### src/logic/host_port_pkg.sv
// constants, types and helpers shared by the host bus port
// Overview of operation
// RULE_01: clock pin toggling, high or low picks mode
// RULE_02: bus inputs sampled on rising clock edge
// RULE_03: host keeps clock stable 100 us before reset
// RULE_04: address phase 32 bits, data bytes little-endian
// RULE_05: master drives command then byte enables
// RULE_06: parity is even over data and command
// RULE_07: master asserts frame to start transaction
// RULE_08: target ready only when phase can complete
// RULE_09: master asserts initiator ready when able
// RULE_10: stop asserted to end the transaction
// RULE_11: device select asserted after own decode
// RULE_12: config select acts as chip select
// RULE_13: data parity errors drive parity error output
// RULE_14: reset accepted asynchronously at any time
// RULE_15: interrupt is level, active low, open drain
// RULE_16: strobe mode carries 8-bit address then data
// RULE_17: strobe mode latches address with latch enable
// RULE_18: mode settles after reset and stays fixed
package host_port_pkg;
  localparam int CLK_PERIOD_NS = 10;
  localparam int DETECT_WINDOW_NS = 1000;
  localparam int DETECT_CYCLES =
    (DETECT_WINDOW_NS + CLK_PERIOD_NS - 1) / CLK_PERIOD_NS;
  localparam logic [7:0] DETECT_CNT_LAST = 8'(DETECT_CYCLES - 1);
  localparam logic [2:0] TOGGLE_MIN = 3'h2;
  localparam logic [2:0] TOGGLE_SAT = 3'h7;
  localparam logic [3:0] CMD_MEM_RD = 4'h6;
  localparam logic [3:0] CMD_MEM_WR = 4'h7;
  localparam logic [3:0] CMD_CFG_RD = 4'ha;
  localparam logic [3:0] CMD_CFG_WR = 4'hb;
  localparam logic [1:0] CFG_TYPE0 = 2'h0;
  localparam int BAR_LSB = 12;
  localparam int CMD_WRITE_BIT = 0;
  localparam logic RST_LOW = 1'b0;
  localparam logic RST_HIGH = 1'b1;

  typedef enum logic [1:0] {
    MODE_NONE = 2'h0,
    MODE_PCI = 2'h1,
    MODE_STROBE = 2'h2,
    MODE_DSTROBE = 2'h3
  } host_mode_t;

  typedef enum logic [4:0] {
    ST_IDLE = 5'h01,
    ST_WDATA = 5'h02,
    ST_WAIT = 5'h04,
    ST_DATA = 5'h08,
    ST_TURN = 5'h10
  } tgt_state_t;

  function automatic logic even_par(input logic [31:0] ad,
                                    input logic [3:0] cbe);
    return ^{ad, cbe};
  endfunction : even_par

  function automatic logic is_cfg(input logic [3:0] cmd);
    return (cmd == CMD_CFG_RD) || (cmd == CMD_CFG_WR);
  endfunction : is_cfg

  function automatic logic is_hit(input logic [31:0] ad,
                                  input logic [3:0] cmd,
                                  input logic idsel,
                                  input logic [31:0] bar);
    if (is_cfg(cmd)) begin
      return idsel && (ad[1:0] == CFG_TYPE0);
    end
    if ((cmd == CMD_MEM_RD) || (cmd == CMD_MEM_WR)) begin
      return ad[31:BAR_LSB] == bar[31:BAR_LSB];
    end
    return 1'b0;
  endfunction : is_hit
endpackage : host_port_pkg

### src/logic/pci_target_host_port.sv
// target side of the host bus port with mode detection and strobe latch
`timescale 1ns/10ps
module pci_target_host_port (
  input wire logic clk_in,
  input wire logic resetn_in,
  input wire logic ce_in,
  input wire logic clk_pin_in,
  input wire logic [31:0] ad_in,
  output logic [31:0] ad_out,
  output logic ad_oe_out,
  input wire logic [3:0] cbe_n_in,
  input wire logic par_in,
  output logic par_out,
  output logic par_oe_out,
  input wire logic frame_n_in,
  input wire logic irdy_n_in,
  input wire logic idsel_in,
  output logic trdy_n_out,
  output logic stop_n_out,
  output logic devsel_n_out,
  output logic ctl_oe_out,
  output logic perr_n_out,
  output logic perr_oe_out,
  output logic int_n_out,
  output logic int_oe_out,
  input wire logic ale_in,
  output logic [7:0] mp_addr_out,
  input wire logic [31:0] bar_base_in,
  input wire logic irq_req_in,
  input wire logic ack_in,
  input wire logic [31:0] rdata_in,
  output logic req_out,
  output logic req_write_out,
  output logic [31:0] req_addr_out,
  output logic [3:0] req_cmd_out,
  output logic [3:0] req_be_out,
  output logic [31:0] req_wdata_out,
  output host_port_pkg::host_mode_t mode_out,
  output logic mode_locked_out
);
  typedef struct packed {
    host_port_pkg::tgt_state_t st;
    logic [1:0] frame_s;
    logic [1:0] irdy_s;
    logic [1:0] idsel_s;
    logic [1:0] ale_s;
    logic [1:0] par_s;
    logic [1:0] clkp_s;
    logic [31:0] ad_m;
    logic [31:0] ad_s;
    logic [3:0] cbe_m;
    logic [3:0] cbe_s;
    logic frame_prev;
    logic [31:0] addr;
    logic [3:0] cmd;
    logic [3:0] be;
    logic [31:0] wdata;
    logic chk;
    logic exp_par;
    logic req;
    logic trdy_n;
    logic stop_n;
    logic devsel_n;
    logic ctl_oe;
    logic [31:0] ad_out;
    logic ad_oe;
    logic par_out;
    logic par_oe;
    logic perr_n;
    logic perr_oe;
    logic int_n;
    logic int_oe;
    logic [7:0] mp_addr;
  } port_t;

  port_t q;
  port_t n;
  host_port_pkg::host_mode_t mode;
  logic locked;

  mode_detect u_mode_detect (
    .clk_in(clk_in),
    .resetn_in(resetn_in),
    .ce_in(ce_in),
    .pin_in(q.clkp_s[1]),
    .mode_out(mode),
    .locked_out(locked)
  );

  always_comb begin
    n = q;
    n.req = 1'b0;
    n.chk = 1'b0;
    // two stages on every pin; only stage two is looked at
    n.frame_s = {q.frame_s[0], frame_n_in}; // RULE_02
    n.irdy_s = {q.irdy_s[0], irdy_n_in}; // RULE_02
    n.idsel_s = {q.idsel_s[0], idsel_in}; // RULE_02
    n.ale_s = {q.ale_s[0], ale_in};
    n.par_s = {q.par_s[0], par_in}; // RULE_02
    n.clkp_s = {q.clkp_s[0], clk_pin_in};
    n.ad_m = ad_in;
    n.ad_s = q.ad_m;
    n.cbe_m = cbe_n_in;
    n.cbe_s = q.cbe_m;
    n.frame_prev = q.frame_s[1];
    // level request while pending; the pin itself only ever pulls low
    n.int_oe = irq_req_in; // RULE_15
    // parity trails the data it covers by one cycle
    n.par_out = host_port_pkg::even_par(q.ad_out, q.be); // RULE_06
    n.par_oe = q.ad_oe;
    if (!q.perr_n) begin
      n.perr_n = 1'b1;
    end else if (q.perr_oe) begin
      n.perr_oe = 1'b0;
    end
    if (q.chk && (q.par_s[1] != q.exp_par)) begin
      n.perr_n = 1'b0; // RULE_13
      n.perr_oe = 1'b1; // RULE_13
    end
    // transparent while the latch enable is high, holds once it drops
    if ((mode == host_port_pkg::MODE_STROBE) && q.ale_s[1]) begin
      n.mp_addr = q.ad_s[7:0]; // RULE_16 RULE_17
    end
    // drive controls high for one cycle before letting go
    if (q.st == host_port_pkg::ST_IDLE) begin
      n.ctl_oe = 1'b0;
    end
    unique case (q.st)
      host_port_pkg::ST_IDLE: begin
        if ((mode == host_port_pkg::MODE_PCI) && q.frame_prev &&
            !q.frame_s[1]) begin // RULE_07
          // a miss must leave the user side untouched
          if (host_port_pkg::is_hit(q.ad_s, q.cbe_s, q.idsel_s[1],
                                    bar_base_in)) begin // RULE_12
            n.addr = q.ad_s; // RULE_04
            n.cmd = q.cbe_s; // RULE_05
            n.devsel_n = 1'b0; // RULE_11
            n.ctl_oe = 1'b1;
            n.st = host_port_pkg::ST_WDATA;
          end
        end
      end
      host_port_pkg::ST_WDATA: begin
        if (!q.irdy_s[1]) begin // RULE_09
          n.be = q.cbe_s; // RULE_05
          n.wdata = q.ad_s; // RULE_04
          n.req = 1'b1;
          n.st = host_port_pkg::ST_WAIT;
          if (q.cmd[host_port_pkg::CMD_WRITE_BIT]) begin
            n.chk = 1'b1;
            n.exp_par = host_port_pkg::even_par(q.ad_s, q.cbe_s); // RULE_06
          end
        end
      end
      host_port_pkg::ST_WAIT: begin
        if (ack_in) begin
          n.trdy_n = 1'b0; // RULE_08
          // single data phase per access: disconnect with data
          n.stop_n = 1'b0; // RULE_10
          if (!q.cmd[host_port_pkg::CMD_WRITE_BIT]) begin
            n.ad_out = rdata_in; // RULE_04
            n.ad_oe = 1'b1;
          end
          n.st = host_port_pkg::ST_DATA;
        end
      end
      host_port_pkg::ST_DATA: begin
        n.trdy_n = 1'b1;
        n.ad_oe = 1'b0;
        n.st = host_port_pkg::ST_TURN;
      end
      host_port_pkg::ST_TURN: begin
        if (q.frame_s[1]) begin
          n.stop_n = 1'b1; // RULE_10
          n.devsel_n = 1'b1;
          n.st = host_port_pkg::ST_IDLE;
        end
      end
    endcase
  end

  always_ff @(posedge clk_in or negedge resetn_in) begin
    if (!resetn_in) begin
      q <= '0; // RULE_14
      q.st <= host_port_pkg::ST_IDLE;
      q.frame_s <= {2{host_port_pkg::RST_HIGH}};
      q.irdy_s <= {2{host_port_pkg::RST_HIGH}};
      q.frame_prev <= host_port_pkg::RST_HIGH;
      q.trdy_n <= host_port_pkg::RST_HIGH;
      q.stop_n <= host_port_pkg::RST_HIGH;
      q.devsel_n <= host_port_pkg::RST_HIGH;
      q.perr_n <= host_port_pkg::RST_HIGH;
      q.int_n <= host_port_pkg::RST_LOW;
    end else if (ce_in) begin
      q <= n;
    end
  end

  assign ad_out = q.ad_out;
  assign ad_oe_out = q.ad_oe;
  assign par_out = q.par_out;
  assign par_oe_out = q.par_oe;
  assign trdy_n_out = q.trdy_n;
  assign stop_n_out = q.stop_n;
  assign devsel_n_out = q.devsel_n;
  assign ctl_oe_out = q.ctl_oe;
  assign perr_n_out = q.perr_n;
  assign perr_oe_out = q.perr_oe;
  assign int_n_out = q.int_n;
  assign int_oe_out = q.int_oe;
  assign mp_addr_out = q.mp_addr;
  assign req_out = q.req;
  assign req_write_out = q.cmd[host_port_pkg::CMD_WRITE_BIT];
  assign req_addr_out = q.addr;
  assign req_cmd_out = q.cmd;
  assign req_be_out = q.be;
  assign req_wdata_out = q.wdata;
  assign mode_out = mode;
  assign mode_locked_out = locked;
endmodule : pci_target_host_port

### src/logic/mode_detect.sv
// watches the synchronised clock pin after reset and fixes the host mode
`timescale 1ns/10ps
module mode_detect (
  input wire logic clk_in,
  input wire logic resetn_in,
  input wire logic ce_in,
  input wire logic pin_in,
  output host_port_pkg::host_mode_t mode_out,
  output logic locked_out
);
  typedef struct packed {
    logic [7:0] cnt;
    logic [2:0] tog;
    logic prev;
    logic primed;
    logic locked;
    host_port_pkg::host_mode_t mode;
  } det_t;

  det_t q;
  det_t n;

  // the pin cannot be judged under reset, so the window opens at release
  always_comb begin
    n = q;
    if (!q.locked) begin
      n.prev = pin_in;
      n.primed = 1'b1;
      if (q.primed && (pin_in != q.prev) &&
          (q.tog != host_port_pkg::TOGGLE_SAT)) begin
        n.tog = q.tog + 3'h1;
      end
      if (q.cnt == host_port_pkg::DETECT_CNT_LAST) begin
        n.locked = 1'b1; // RULE_18
        if (q.tog >= host_port_pkg::TOGGLE_MIN) begin
          n.mode = host_port_pkg::MODE_PCI; // RULE_01
        end else if (pin_in) begin
          n.mode = host_port_pkg::MODE_STROBE; // RULE_01
        end else begin
          n.mode = host_port_pkg::MODE_DSTROBE; // RULE_01
        end
      end else begin
        n.cnt = q.cnt + 8'h01;
      end
    end
  end

  always_ff @(posedge clk_in or negedge resetn_in) begin
    if (!resetn_in) begin
      q <= '0; // RULE_14
    end else if (ce_in) begin
      q <= n;
    end
  end

  assign mode_out = q.mode;
  assign locked_out = q.locked;
endmodule : mode_detect

### config.mk
export PLATFORM = sky130hd
export DESIGN_NAME = pci_target_host_port
export DESIGN_NICKNAME = d
export VERILOG_FILES = /design/src/logic/host_port_pkg.sv /design/src/logic/pci_target_host_port.sv /design/src/logic/mode_detect.sv
export SDC_FILE = /design/constraint.sdc
export NUM_CORES = 1
export LEC_CHECK = 0
export BUFFER_PORTS_ARGS = -buffer_cell sky130_fd_sc_hd__buf_2
export CAP_MARGIN = 15
export CORE_MARGIN = 2
export CORE_UTILIZATION = 39
export DETAILED_ROUTE_END_ITERATION = 16
export SLEW_MARGIN = 20
export SYNTH_ARGS = -nofsm -noshare
export SYNTH_HDL_FRONTEND = slang
export SYNTH_SLANG_ARGS = --single-unit
### constraint.sdc
create_clock -name clk_in -period 2.5 [get_ports clk_in]
set_clock_uncertainty 0.2 [all_clocks]
set_input_delay 0.25 -clock clk_in [delete_from_list [all_inputs] [get_ports clk_in]]
set_output_delay 0.25 -clock clk_in [all_outputs]
set_load 0.01 [all_outputs]
==> reports/qor.txt <==
CP Capture Point: req_addr_out[24]$_DFFE_PN0P_
total number of vias: 6465
Sequential Power Share: 38.2%
combinational power share: 35.0%
setup repair after global routing missed its margin: yes
number of instances in the synthesized netlist: 797
crit path DAT: 2720 ps
Worst EP required: 2710 ps
YS warnings: 0
Starting Density: 39.6%
startpoint type of the worst setup path: flip-flop
reg2reg end: req_addr_out[24]$_DFFE_PN0P_
Max rail drop VDD: 0.813 mV
number of fillers in the final layout: 2400
main combinational cell family by area after synthesis: multiplexers
FF-to-FF setup slack: -3 ps
power density of the placed cells: 1040 nW/µm²
Remaining Overflow, GRT: 0
Cell Area, Synth: 10600 µm²
Vias per Instance: 4.61
number of clock buffers inserted by TritonCTS: 27
highest net fanout along the worst path: 9
Pre-Repair DR Iteration Count: 4
Final setup viols: 1
antenna violations before repair: 1
post-synthesis simple-gate area fraction: 3.67%
post-synthesis share of cell area spent on full adders, half adders and majority gates: 1.06%
final critical delay including setup and external delays: 2500 ps
count of unique library cells instantiated by Yosys: 42
final net count: 1160
Critical path origin: q[127]$_DFFE_PN0P_
Tcrit/Tclk final: 100%
# Max-Cap Violations: 0
final standard cell utilization of the core: 49.8%
slew at the pin with the worst max-slew slack: 505 ps
synthesized net count: 917
global router's overall resource usage: 16.9%
fraction of final layout cells with drive strength greater than 1: 49.2%
Hold Vio Cnt, Final: 0
Slew Viols, Final: 0
startpoint of the worst-slack reg-to-reg timing path: q[127]$_DFFE_PN0P_
post-detailed-placement cell area: 11700 µm²
result of the run: complete, but fails checks
core area: 26900 µm²
number of nets with antenna violations after detailed routing: 0
clock sink total: 231
Cell Count Post-Placement: 1271
clock slew at the register clock pins of the worst setup and hold paths: 50 ps
detailed-route wire length per cell: 17.0 µm
maximum clock frequency: 400 MHz
Worst Hold Class: input pin to asynchronous set/reset pin
DP Worst Slack: -87.6 ps
global-route wire length before repair: 38200 µm
post-synthesis sequential area ratio: 54.4%
chip width: 169 µm
half-perimeter wire length of the detailed placement result: 16500 µm
Crit. End Element: flip-flop
CTS root buf: sky130_fd_sc_hd__clkbuf_16
DRT iter0 DRCs: 228
Chip Height: 169 µm
count of pins on the block boundary: 239
synthesized-area fraction occupied by xor and xnor cells: 8.08%
clock tree from TritonCTS: built
violated checks: negative setup slack
maximum clock insertion buffer count: 3
fin worst setup slack: -3.10 ps
placer's final routability congestion estimate: 0.779
commonest cells after routing, fill and taps aside: sky130_fd_sc_hd__buf_2, sky130_fd_sc_hd__dfrtp_1, sky130_fd_sc_hd__mux2_2
vias in the first global route: 6883
Area growth, synth to finish: 25.9%
P_leak: 6.49 nW
Port Buf Inserts: 225
Total Die Area: 28600 µm²
Final Instance Area: 13400 µm²
Synth Area per Inst: 13.4 µm²
tightest slew margin relative to the limit: 66.0%
H-tree depth: 1
clock insertion delay at the later pin of the skew report: 530 ps
DRC Markers: 0
Non-Filler Instances: 1402
critical setup path kind: flip-flop to flip-flop
clock network fraction of design power: 26.8%
complex-gate fraction of the synthesized area: 2.07%
mux share of post-synthesis cell area: 20.9%
standard-cell rows: 60
setup TNS: -3.10 ps
worst-case reg-to-reg path depth: 8
cell-internal power: 0.00958 W
total routed wirelength: 23900 µm
net switching power figure: 0.00430 W
pin count of the biggest net entering global routing: 75
switching power share of the total: 31.0%
most frequent standard cell in the layout excluding fill and tap cells: sky130_fd_sc_hd__buf_2
number of synthesized register bits: 231
[critical path, stage by stage, from the launching register on]
cell	delay, ps
sky130_fd_sc_hd__dfrtp_1	400
sky130_fd_sc_hd__ha_1	220
sky130_fd_sc_hd__o21a_1	220
sky130_fd_sc_hd__nor4_1	150
sky130_fd_sc_hd__and4_1	230
sky130_fd_sc_hd__nand2_1	70
sky130_fd_sc_hd__a211o_4	420
sky130_fd_sc_hd__buf_6	180
sky130_fd_sc_hd__mux2_4	300
[registers in the layout, summed over array words and instances, names as in the netlist, named ones only]
signal / flops
par_oe_out: 1
stop_n_out: 1
req_out: 1
req_be_out: 4
perr_oe_out: 1
n: 43
ad_oe_out: 1
q: 49
devsel_n_out: 1
ad_out: 32
perr_n_out: 1
mp_addr_out: 8
int_oe_out: 1
req_addr_out: 32
u_mode_detect.locked_out: 1
u_mode_detect.mode_out: 2
req_wdata_out: 32
u_mode_detect.q: 13
trdy_n_out: 1
req_cmd_out: 4
par_out: 1
[power groups by stage]
stage          clock [W]  sequential (W)  combinational (W)
2_1_floorplan          0         0.00524            0.00402
3_3_place_gp           0         0.00534            0.00481
3_5_place_dp           0         0.00538            0.00484
4_1_cts          0.00386         0.00532            0.00497
5_1_grt          0.00400         0.00544            0.00536
6_report         0.00372         0.00531            0.00486
[layer usage]
layer	GRT usage [%]	share of wire, %	vias up
met5	0	0	-
met4	3.83	1.7	0
met3	4.06	6.4	31
met2	28.1	47	177
met1	22.4	45	3167
li1	-	-	3090
[cells in the mapped netlist]
master	n	area share [%]
sky130_fd_sc_hd__a211o_1	1	0.082
sky130_fd_sc_hd__a21o_1	4	0.28
sky130_fd_sc_hd__a21oi_1	4	0.19
sky130_fd_sc_hd__a31oi_1	2	0.12
sky130_fd_sc_hd__a32o_1	1	0.094
sky130_fd_sc_hd__and3_1	2	0.12
sky130_fd_sc_hd__and4_1	1	0.082
sky130_fd_sc_hd__buf_1	1	0.035
sky130_fd_sc_hd__buf_2	4	0.19
sky130_fd_sc_hd__buf_4	115	8.1
sky130_fd_sc_hd__buf_6	3	0.32
sky130_fd_sc_hd__clkbuf_1	16	0.56
sky130_fd_sc_hd__conb_1	1	0.035
sky130_fd_sc_hd__dfrtp_1	221	52
sky130_fd_sc_hd__dfstp_2	10	2.5
sky130_fd_sc_hd__ha_1	9	1.1
sky130_fd_sc_hd__inv_1	14	0.49
sky130_fd_sc_hd__mux2_2	172	18
sky130_fd_sc_hd__mux2_4	18	2.5
sky130_fd_sc_hd__mux2i_1	2	0.19
sky130_fd_sc_hd__nand2_1	30	1.1
sky130_fd_sc_hd__nand2b_1	1	0.059
sky130_fd_sc_hd__nand3_1	5	0.24
sky130_fd_sc_hd__nand3b_1	1	0.071
sky130_fd_sc_hd__nand4_1	6	0.35
sky130_fd_sc_hd__nand4b_1	2	0.16
sky130_fd_sc_hd__nor2_1	13	0.46
sky130_fd_sc_hd__nor2b_1	3	0.18
sky130_fd_sc_hd__nor3_1	5	0.24
sky130_fd_sc_hd__nor4_1	6	0.35
sky130_fd_sc_hd__nor4b_1	1	0.082
sky130_fd_sc_hd__nor4bb_1	1	0.094
sky130_fd_sc_hd__o21a_1	2	0.14
sky130_fd_sc_hd__o21ai_0	19	0.89
sky130_fd_sc_hd__o21bai_1	1	0.071
sky130_fd_sc_hd__o22a_1	1	0.082
sky130_fd_sc_hd__o22ai_1	2	0.12
sky130_fd_sc_hd__or2_2	1	0.059
sky130_fd_sc_hd__or4_1	1	0.071
sky130_fd_sc_hd__xnor2_1	65	5.4
sky130_fd_sc_hd__xnor3_1	2	0.42
sky130_fd_sc_hd__xor2_1	28	2.3
[kinds of logic after synthesis]
group,Yosys count
buffers and inverters,153
AO/OA/AOI/OAI,37
multiplexers,192
flip-flops,231
other,1
adder cells (fa/ha/maj),9
XOR/XNOR,95
AND/OR/NAND/NOR,79
[through the flow]
step	total power (W)	hold slack, ps
after floorplan	0.00927	-246
after global placement	0.0102	41.1
after detailed placement	0.0102	43.2
after CTS	0.0141	64.1
after global routing	0.0148	89.7
final	0.0139	58.2
[worst min-delay path by stage]
stage / from / endpoint / slack [ps] / depth (start not counted)
floorplan: resetn_in / asynchronous set/reset pin / -250 / 0
global placement: resetn_in / req_wdata_out[24]$_DFFE_PN0P_ / 40 / 1
detailed placement: resetn_in / req_wdata_out[24]$_DFFE_PN0P_ / 40 / 1
CTS: resetn_in / req_wdata_out[24]$_DFFE_PN0P_ / 60 / 2
global route: resetn_in / req_wdata_out[24]$_DFFE_PN0P_ / 90 / 2
finish: resetn_in / req_wdata_out[24]$_DFFE_PN0P_ / 60 / 2
[final cells by class]
| class | instances | area (µm²) | area share, % |
|---|---|---|---|
| Tap cell | 341 | 427 | 3.19 |
| Clock inverter | 7 | 63.8 | 0.476 |
| Clock buffer | 42 | 772 | 5.76 |
| Sequential cell | 231 | 5790 | 43.3 |
| Antenna cell | 1 | 2.50 | 0.0187 |
| Timing Repair Buffer | 353 | 2440 | 18.2 |
| Inverter | 14 | 52.6 | 0.392 |
| Multi-Input combinational cell | 413 | 3840 | 28.7 |
[repair_timing]
item / CTS / global route
hold buffers: 78 / 0
pin swaps: 4 / 1
setup endpoints to repair: 36 / 37
cloned: 1 / 1
gates resized for setup: 3 / 5
hold endpoints to repair: 308 / 0
buffers inserted: 0 / 1
Note: power is estimated with default switching activity, not from simulation.
